==> src/design/imc_pkg.sv <==
package imc_pkg;

   // register byte addresses on the AHB-Lite bus
   localparam logic [31:0] IMC_MODE_ADDR  = 32'hFFFF_E020;
   localparam logic [31:0] IMC_STAT_ADDR  = 32'hFFFF_E0F0;
   localparam logic [31:0] IMC_MASK_ADDR  = 32'hFFFF_E0F4;

   // reset values
   localparam logic [31:0] IMC_MODE_RESET = 32'h0000_0000;
   localparam logic [2:0]  IMC_STAT_RESET = 3'h0;
   localparam logic [2:0]  IMC_MASK_RESET = 3'h0;

   // bits 7:6 of every byte have no storage and read as zero
   localparam logic [31:0] IMC_MODE_WMASK = 32'h3F3F_3F3F;

   // layout of one source byte
   localparam int          IMC_NUM_SRC    = 3;
   localparam int          IMC_BYTE_W     = 8;
   localparam int          IMC_FLD_LSB    = 0;
   localparam int          IMC_FLD_W      = 3;
   localparam int          IMC_ROUTE_BIT  = 3;
   localparam int          IMC_EDGE_LSB   = 4;
   localparam int          IMC_EDGE_W     = 2;
   localparam int          IMC_DMA_CH     = 4;

   // field codes
   localparam logic [2:0]  IMC_LEVEL_OFF  = 3'h0;
   localparam logic [2:0]  IMC_DMA_MAX    = 3'h3;
   localparam logic [1:0]  IMC_EDGE_REQ   = 2'h3;
   localparam logic [3:0]  IMC_DMA_ONE    = 4'h1;

   // sticky status bits (status and mask share this layout)
   localparam int          IMC_ST_W       = 3;
   localparam int          IMC_ST_DMA     = 0;
   localparam int          IMC_ST_BADDMA  = 1;
   localparam int          IMC_ST_BADEDGE = 2;

   // ahb-lite encodings
   localparam int          IMC_HTRANS_ACT = 1;
   localparam logic [1:0]  IMC_HRESP_OK   = 2'h0;

endpackage : imc_pkg

==> src/design/imc_mode_ctrl.sv <==
// Summary of operation
// - route bit 0: field is priority level, 000 disables, 001-111 levels 1-7
// - route bit 1 turns the source into a dma start request
// - route bit 1: field 000-011 picks dma channel, 100-111 invalid
// - byte 0 configures source 32, serial 4 transmit
// - byte 1 configures source 33, serial 5 receive, same layout
// - byte 2 configures source 34, serial 5 transmit, same layout
module imc_mode_ctrl (
   input  wire logic        hclk,
   input  wire logic        hresetn,
   input  wire logic        hsel,
   input  wire logic [31:0] haddr,
   input  wire logic [1:0]  htrans,
   input  wire logic        hwrite,
   input  wire logic [2:0]  hsize,
   input  wire logic [31:0] hwdata,
   input  wire logic        hready,
   output logic             hreadyout,
   output logic      [1:0]  hresp,
   output logic      [31:0] hrdata,
   input  wire logic        serial4_transmit_irq,
   input  wire logic        serial5_receive_irq,
   input  wire logic        serial5_transmit_irq,
   output logic      [2:0]  src32_level,
   output logic      [2:0]  src33_level,
   output logic      [2:0]  src34_level,
   output logic      [2:0]  cpu_irq_req,
   output logic      [3:0]  dma_start,
   output logic             irq
);

   typedef struct packed {
      logic [31:0] mode;
      logic [2:0]  stat;
      logic [2:0]  mask;
      logic        wr_mode;
      logic        wr_stat;
      logic        wr_mask;
      logic [31:0] rdata;
      logic [8:0]  level;
      logic [2:0]  cpu_req;
      logic [3:0]  dma;
   } imc_state_t;

   imc_state_t st;
   imc_state_t next_st;

   logic [2:0]  src_irq;
   logic [8:0]  src_level;
   logic [2:0]  src_cpu;
   logic [11:0] src_dma;
   logic [2:0]  src_bad_dma;
   logic [2:0]  src_bad_edge;
   logic        addr_phase;
   logic [3:0]  dma_any;
   logic [2:0]  events;
   logic [2:0]  clr_bits;

   // address match used for both read and write decode
   function automatic logic hit(input logic [31:0] a, input logic [31:0] reg_addr);
      hit = (a == reg_addr);
   endfunction

   ////////////////////////////////////////////////////////////////////////////
   // per-source decode, one byte of the mode register each
   assign src_irq = {serial5_transmit_irq, serial5_receive_irq, serial4_transmit_irq};

   for (genvar i = 0; i < imc_pkg::IMC_NUM_SRC; i++) begin : g_src
      imc_src_route u_route (
         .cfg       (st.mode[i*imc_pkg::IMC_BYTE_W +: imc_pkg::IMC_BYTE_W]),
         .irq       (src_irq[i]),
         .level_out (src_level[i*imc_pkg::IMC_FLD_W +: imc_pkg::IMC_FLD_W]),
         .cpu_req   (src_cpu[i]),
         .dma_req   (src_dma[i*imc_pkg::IMC_DMA_CH +: imc_pkg::IMC_DMA_CH]),
         .bad_dma   (src_bad_dma[i]),
         .bad_edge  (src_bad_edge[i])
      );
   end

   ////////////////////////////////////////////////////////////////////////////
   // merge dma requests of all sources per channel
   always_comb begin
      dma_any = '0;
      for (int i = 0; i < imc_pkg::IMC_NUM_SRC; i++) begin
         dma_any = dma_any | src_dma[i*imc_pkg::IMC_DMA_CH +: imc_pkg::IMC_DMA_CH];
      end
   end

   // event vector feeding the sticky status register
   always_comb begin
      events                         = '0;
      events[imc_pkg::IMC_ST_DMA]     = |dma_any;
      events[imc_pkg::IMC_ST_BADDMA]  = |src_bad_dma;
      events[imc_pkg::IMC_ST_BADEDGE] = |src_bad_edge;
   end

   assign addr_phase = hsel & htrans[imc_pkg::IMC_HTRANS_ACT] & hready;
   assign clr_bits   = st.wr_stat ? hwdata[imc_pkg::IMC_ST_W-1:0] : '0;

   ////////////////////////////////////////////////////////////////////////////
   // next state: bus writes, status, read data and registered outputs
   always_comb begin
      next_st = st;

      // data phase of a write taken in the previous address phase
      if (st.wr_mode) begin
         next_st.mode = hwdata & imc_pkg::IMC_MODE_WMASK;
      end
      if (st.wr_mask) begin
         next_st.mask = hwdata[imc_pkg::IMC_ST_W-1:0];
      end
      // write one to clear; a new event in the same cycle wins
      next_st.stat = (st.stat & ~clr_bits) | events;

      // address phase decode; unmapped addresses are ignored
      next_st.wr_mode = addr_phase & hwrite & hit(haddr, imc_pkg::IMC_MODE_ADDR);
      next_st.wr_stat = addr_phase & hwrite & hit(haddr, imc_pkg::IMC_STAT_ADDR);
      next_st.wr_mask = addr_phase & hwrite & hit(haddr, imc_pkg::IMC_MASK_ADDR);

      // read data from post-write values so back-to-back write then read is current
      if (addr_phase && !hwrite) begin
         next_st.rdata = '0;
         if (hit(haddr, imc_pkg::IMC_MODE_ADDR)) begin
            next_st.rdata = next_st.mode;
         end else if (hit(haddr, imc_pkg::IMC_STAT_ADDR)) begin
            next_st.rdata[imc_pkg::IMC_ST_W-1:0] = next_st.stat;
         end else if (hit(haddr, imc_pkg::IMC_MASK_ADDR)) begin
            next_st.rdata[imc_pkg::IMC_ST_W-1:0] = next_st.mask;
         end
      end

      // outputs toward processor core and dma controller
      next_st.level   = src_level;
      next_st.cpu_req = src_cpu;
      next_st.dma     = dma_any;
   end

   ////////////////////////////////////////////////////////////////////////////
   // state register
   always_ff @(posedge hclk or negedge hresetn) begin
      if (!hresetn) begin
         st         <= '0;
         st.mode    <= imc_pkg::IMC_MODE_RESET;
         st.stat    <= imc_pkg::IMC_STAT_RESET;
         st.mask    <= imc_pkg::IMC_MASK_RESET;
      end else begin
         st <= next_st;
      end
   end

   ////////////////////////////////////////////////////////////////////////////
   // output assignments
   assign hreadyout   = 1'b1;              // zero wait states
   assign hresp       = imc_pkg::IMC_HRESP_OK;
   assign hrdata      = st.rdata;
   assign src32_level = st.level[0 +: imc_pkg::IMC_FLD_W];
   assign src33_level = st.level[imc_pkg::IMC_FLD_W +: imc_pkg::IMC_FLD_W];
   assign src34_level = st.level[2*imc_pkg::IMC_FLD_W +: imc_pkg::IMC_FLD_W];
   assign cpu_irq_req = st.cpu_req;
   assign dma_start   = st.dma;
   assign irq         = |(st.stat & st.mask);

endmodule // imc_mode_ctrl

==> src/design/imc_src_route.sv <==
// one interrupt source: splits its mode byte into processor or dma use
module imc_src_route (
   input  wire logic [7:0] cfg,
   input  wire logic       irq,
   output logic      [2:0] level_out,
   output logic            cpu_req,
   output logic      [3:0] dma_req,
   output logic            bad_dma,
   output logic            bad_edge
);

   logic       route;
   logic [2:0] fld;
   logic [1:0] edge_mode;
   logic       dma_ok;

   ////////////////////////////////////////////////////////////////////////////
   // field extraction
   assign route     = cfg[imc_pkg::IMC_ROUTE_BIT];
   assign fld       = cfg[imc_pkg::IMC_FLD_LSB +: imc_pkg::IMC_FLD_W];
   assign edge_mode = cfg[imc_pkg::IMC_EDGE_LSB +: imc_pkg::IMC_EDGE_W];
   assign dma_ok    = (fld <= imc_pkg::IMC_DMA_MAX);

   ////////////////////////////////////////////////////////////////////////////
   // processor path: level only when not routed, code zero disables
   assign level_out = route ? imc_pkg::IMC_LEVEL_OFF : fld;
   assign cpu_req   = irq & ~route & (fld != imc_pkg::IMC_LEVEL_OFF);

   // dma path: one start request to the channel named by the field
   always_comb begin
      dma_req = '0;
      if (irq && route && dma_ok) begin
         dma_req = imc_pkg::IMC_DMA_ONE << fld[1:0];
      end
   end

   // invalid channel codes start nothing and are reported instead
   assign bad_dma  = irq & route & ~dma_ok;
   assign bad_edge = irq & (edge_mode != imc_pkg::IMC_EDGE_REQ);

endmodule // imc_src_route

==> config.mk <==
export PLATFORM = sky130hd
export DESIGN_NAME = imc_mode_ctrl
export DESIGN_NICKNAME = d
export VERILOG_FILES = /design/src/design/imc_pkg.sv /design/src/design/imc_mode_ctrl.sv /design/src/design/imc_src_route.sv
export SDC_FILE = /design/constraint.sdc
export NUM_CORES = 1
export LEC_CHECK = 0
export BUFFER_PORTS_ARGS = -buffer_cell sky130_fd_sc_hd__buf_2
export CAP_MARGIN = 5
export CORE_MARGIN = 5
export CORE_UTILIZATION = 40
export CTS_BUF_LIST = sky130_fd_sc_hd__clkbuf_2 sky130_fd_sc_hd__clkbuf_4 sky130_fd_sc_hd__clkbuf_8
export CTS_CLUSTER_DIAMETER = 80
export DETAILED_ROUTE_END_ITERATION = 8
export GPL_ROUTABILITY_DRIVEN = 0
export PLACE_DENSITY = 0.67
export SLEW_MARGIN = 20
export SYNTH_ARGS = -nofsm -noshare
export SYNTH_HDL_FRONTEND = slang
export SYNTH_HIERARCHICAL = 1
export SYNTH_SLANG_ARGS = --single-unit
==> constraint.sdc <==
create_clock -name hclk -period 1.88 [get_ports hclk]
set_clock_uncertainty 0.05 [all_clocks]
set_input_delay 0.188 -clock hclk [delete_from_list [all_inputs] [get_ports hclk]]
set_output_delay 0.188 -clock hclk [all_outputs]
set_load 0.01 [all_outputs]
; Word level (Yosys, flattened, before mapping)
; Index checks and enable logic that the tools add are counted.
[totals]
output_inout_bits = 52
wordCells = 83
ff_bits = 89
input_bits = 77
[classes]
magnitude_cmp = 3
shifts = 3
bitwise = 33
n_mux = 13
n_reduce_logical = 15
n_eq_ne = 6
[op_table]
columns = cell, n
row1 = $eq 32x32->1 const B, 3
row2 = $mux 32, 1
row3 = $mux 29, 1
row4 = $mux 3, 8
row5 = $and 1x1->1, 21
row6 = $mux 4, 3
row7 = $shl 1x2->4 const A, 3
row8 = $le 3x2->1 const B, 3
row9 = $reduce_bool 3->1, 3
row10 = $reduce_or 3->1, 3
row11 = $or 4x4->4, 2
row12 = $logic_and 1x1->1, 7
row13 = $and 3x3->3, 2
row14 = $ne 2x2->1 const B, 3
row15 = $not 1->1, 6
row16 = $reduce_or 4->1, 1
row17 = $not 3->3, 1
row18 = $or 3x3->3, 1
row19 = $logic_not 1->1, 1

; Depth between registers and ports, before layout
[depth]
ltp_word = 9
mapped_depth = 7
ltp_nobuf = 7

; Modules after synthesis
; The synthesis kept the hierarchy.
[modules_own_cells]
columns = module, seq_area_each_um2, n_inst, cells_per_inst, area_per_inst_um2
row1 = imc_mode_ctrl, 2227.1, 1, 333, 3866.2
row2 = imc_src_route, 0.0, 3, 15, 91.3

; Worst setup path after synthesis
; OpenSTA, ideal clock, no wires.
[synth_timing]
kind = input port to flip-flop
startpoint = input port haddr[9]
endpoint = register st (netlist bit hrdata[14])
path_slack_ns = -0.243
cell_stages = 6
n_path_buf = 1
required_ns = 1.726
setup_time_ns = 0.104
arrival_time_ns = 1.970
cell_sequence = or4_1 -> or4_1 -> nor3_2 -> nand3_2 -> buf_6 -> o41ai_2
[synth_via]
elab_chain_cells = 2
[synth_rtl]
columns = item, line_no
row1 = from (decl), imc_mode_ctrl.sv:12  ; input wire logic [31:0] haddr,
row2 = $eq 32x32->1, imc_mode_ctrl.sv:61  ; hit = (a == reg_addr);
row3 = $mux 29, imc_mode_ctrl.sv:123  ; if (hit(haddr, imc_pkg::IMC_MODE_ADDR)) begin
row4 = to (signal assigned), imc_mode_ctrl.sv:147  ; st <= next_st;
row5 = to (decl), imc_mode_ctrl.sv:45  ; imc_state_t st;
; Every way passes these cells.
; A chain may end at the register's enable or synchronous reset.

==> flow_summary.json <==
{
  "sequentialPowerShare": 0.562,
  "cts_num_sinks": 89,
  "netlist_top_cells_area": "dfrtp_1, buf_4, mux2_2",
  "outcome": "finished clean",
  "critical-path-top-delay-family": "simple AND/OR/NAND/NOR gates",
  "detailedRoute.firstIterationViolations": 114,
  "final_hold_viol_count": 0,
  "min_period_ns": 1.83,
  "timing.critical_path.slowest_cell_delay_ns": 0.41,
  "ant_nets": 0,
  "hold-worst-slack_ns": 0.0422,
  "ys.warnings.count": 6,
  "chipWidth_um": 112,
  "cell_rows": 37,
  "p_switching_mw": 0.762,
  "cp_class": "reg -> reg",
  "initial_utilization": 0.405,
  "crit_path_max_fanout": 5,
  "power.ir.vdd_worst_v": 0.000450,
  "power_per_cell_area_nw_per_um2": 702,
  "n_fill_cell": 966,
  "routed_wirelength_um": 8930,
  "grt_start_max_net_pins": 60,
  "detail_route.drc_violations": 0,
  "first_global_vias": 2967,
  "maxSlewHeadroom": 0.629,
  "post-route-period-util": 0.972,
  "layout.cell_area.non_filler_um2": 4850,
  "vias": 2836,
  "fmax_ghz": 0.547,
  "clock_tree_from_tritoncts": "built",
  "htree_levels": 3,
  "chipHeight_um": 112,
  "total_standard_cell_area_after_synthesis_um2": 4140,
  "syn_area_per_cell_um2": 11.0,
  "synth.largest_area_cell": "dfrtp_1",
  "dp_slack_ns": -0.326,
  "cpMaxStageDelayCell": "dfrtp_1",
  "gr-usage-all-layers": 0.148,
  "core_area_um2": 10200,
  "timing.final.ws_setup_ns": 0.0535,
  "synth-seq-cells": 89,
  "cts_buffer_depth": 2,
  "detailed_place_hpwl_um": 6750,
  "total_leakage_power_nw": 2.50,
  "grt_first_pass_wirelength_um": 14900,
  "tritoncts.num_buffers": 9,
  "ys_types": 41,
  "synth_enable_flop_cells": 0,
  "final_common_cell": "buf_2",
  "worst_ep_required_time_ns": 2.06,
  "mostFrequentLayoutCells": "buf_2, dfrtp_1, nand2_1",
  "netlist.area_leader.share": 0.538,
  "dieArea_um2": 12500,
  "worst-slew-pin-transition_ns": 0.556,
  "antennaDiodeCount": 0,
  "cts.reportedPaths.clkPinSlew_ns": 0.09,
  "drt_pass1_iterations": 4,
  "wl_per_cell_um": 15.0,
  "clock_insertion_delay_worst_skew_ns": 0.35,
  "placedInstanceArea_um2": 4600,
  "setup_violations": 0,
  "drv_cap": 0,
  "crit_path_start_kind": "flop",
  "layout-drive-gt1-share": 0.427,
  "synthesis.instances": 378,
  "antenna_found_initial": 0,
  "synth_seq_area_share": 0.538,
  "areaGrowthSynthToFinish_pct": 17.1,
  "final_core_util": 0.474,
  "num_io_pins": 129,
  "p_int_mw": 2.64,
  "chain_of_cells_forming_the_critical_path": "or3b_1 -> nor2_1 -> or3_4 -> nor3_2 -> nand2_1 -> a32oi_1 -> o31ai_1",
  "slew_violations": 0,
  "finish.net_count": 533,
  "clockRootBuffer": "clkbuf_8",
  "vias_per_cell": 4.75,
  "fraction_of_registers_with_async_set_reset": 1.00,
  "synthFlopType": "dfrtp_1",
  "combinational_share_of_power": 0.050,
  "global_route.overflow_total": 0,
  "cp_num_buf_inv": 0,
  "swShare": 0.224,
  "critical_path_arrival_ns": 2.00,
  "port_buffers": 113,
  "place_inst": 579,
  "power.share.clock": 0.388,
  "min_path_type": "in -> reg",
  "crit_path_end_kind": "flop",
  "final-instance-count-excl-fill": 597
}
-- layer usage --
layer	track usage	vias to the layer above	part of all wire
met2	0.236	90	0.47
li1	-	1383	-
met3	0.0592	7	0.076
met4	0.0373	0	0.0090
met5	0	-	0
met1	0.189	1356	0.44
-- final cells by class --
class	count	area, um2	share of cell area
clock buffers	10	138	0.0284
clock inverters	6	67.6	0.0139
inverters	10	37.5	0.00774
multi-input cells	215	1460	0.301
flip-flops and latches	89	2230	0.460
well taps	136	170	0.0351
repair buffers	131	743	0.153
-- logic make-up after synthesis --
group                  synth area share
and+or+nand+nor                   0.177
DFF                               0.538
buffers and inverters             0.116
AOI/OAI and AO/OA                0.0934
muxes                            0.0734
other                           0.00181
-- through the flow --
| stage | TNS (ns) | power [mW] |
|---|---|---|
| CTS | 0 | 3.47 |
| floorplan | -0.843 | 1.99 |
| global placement | -4.56 | 2.12 |
| detailed placement | -6.27 | 2.12 |
| finish | 0 | 3.40 |
| global route | -0.0139 | 3.59 |
-- timing repair --
| action | 4_1_cts | 5_1_grt |
|---|---|---|
| hold endpoints to repair | 40 | 0 |
| hold buffers | 1 | 0 |
| endpoints found under the setup margin | 0 | 1 |
| gates resized for setup | 0 | 7 |
| buffers inserted | 0 | 1 |
-- state kept, by name, indices dropped and copies added, names as in the netlist --
register	count
st	41
src33_level	3
src32_level	3
cpu_irq_req	3
dma_start	4
hrdata	32
src34_level	3
-- cell usage after synthesis, types with 5 or more instances --
cell type / instances
nor3_1: 5
mux2_2: 27
o21ai_0: 22
nand2_1: 41
nor2b_1: 10
buf_4: 51
o41ai_2: 8
nand2b_1: 24
buf_1: 5
dfrtp_1: 89
clkbuf_1: 8
nand4_1: 6
nor2_1: 23
inv_1: 10
-- worst reg2reg max path: cells and delay by family, from the launching register on --
kind               cells  cell delay (ns)
AOI/OAI and AO/OA      2             0.33
DFF                    1             0.41
and+or+nand+nor        5             0.92
-- power groups by stage --
stage	Combinational [mW]	Sequential, mW	Clock, mW
after global placement	0.167	1.95	0
final	0.169	1.91	1.32
after detailed placement	0.171	1.95	0
after global routing	0.191	1.91	1.48
after CTS	0.173	1.91	1.38
after floorplan	0.0396	1.95	0
-- path summary, 6_finish.rpt --
kind,from,end,slack [ns],cells past startpoint
setup reg to reg,st[65],hrdata[0],0.05,7
hold reg to reg,hrdata[13],hrdata[13],0.43,2
setup / recovery,st[65],hrdata[0],0.05,7
hold / removal,hwdata[21],st[78],0.04,2
min in group asynchronous,hresetn,hrdata[19],0.31,2
max in group asynchronous,hresetn,st[50],0.92,3
(Power assumes the default switching activity.)
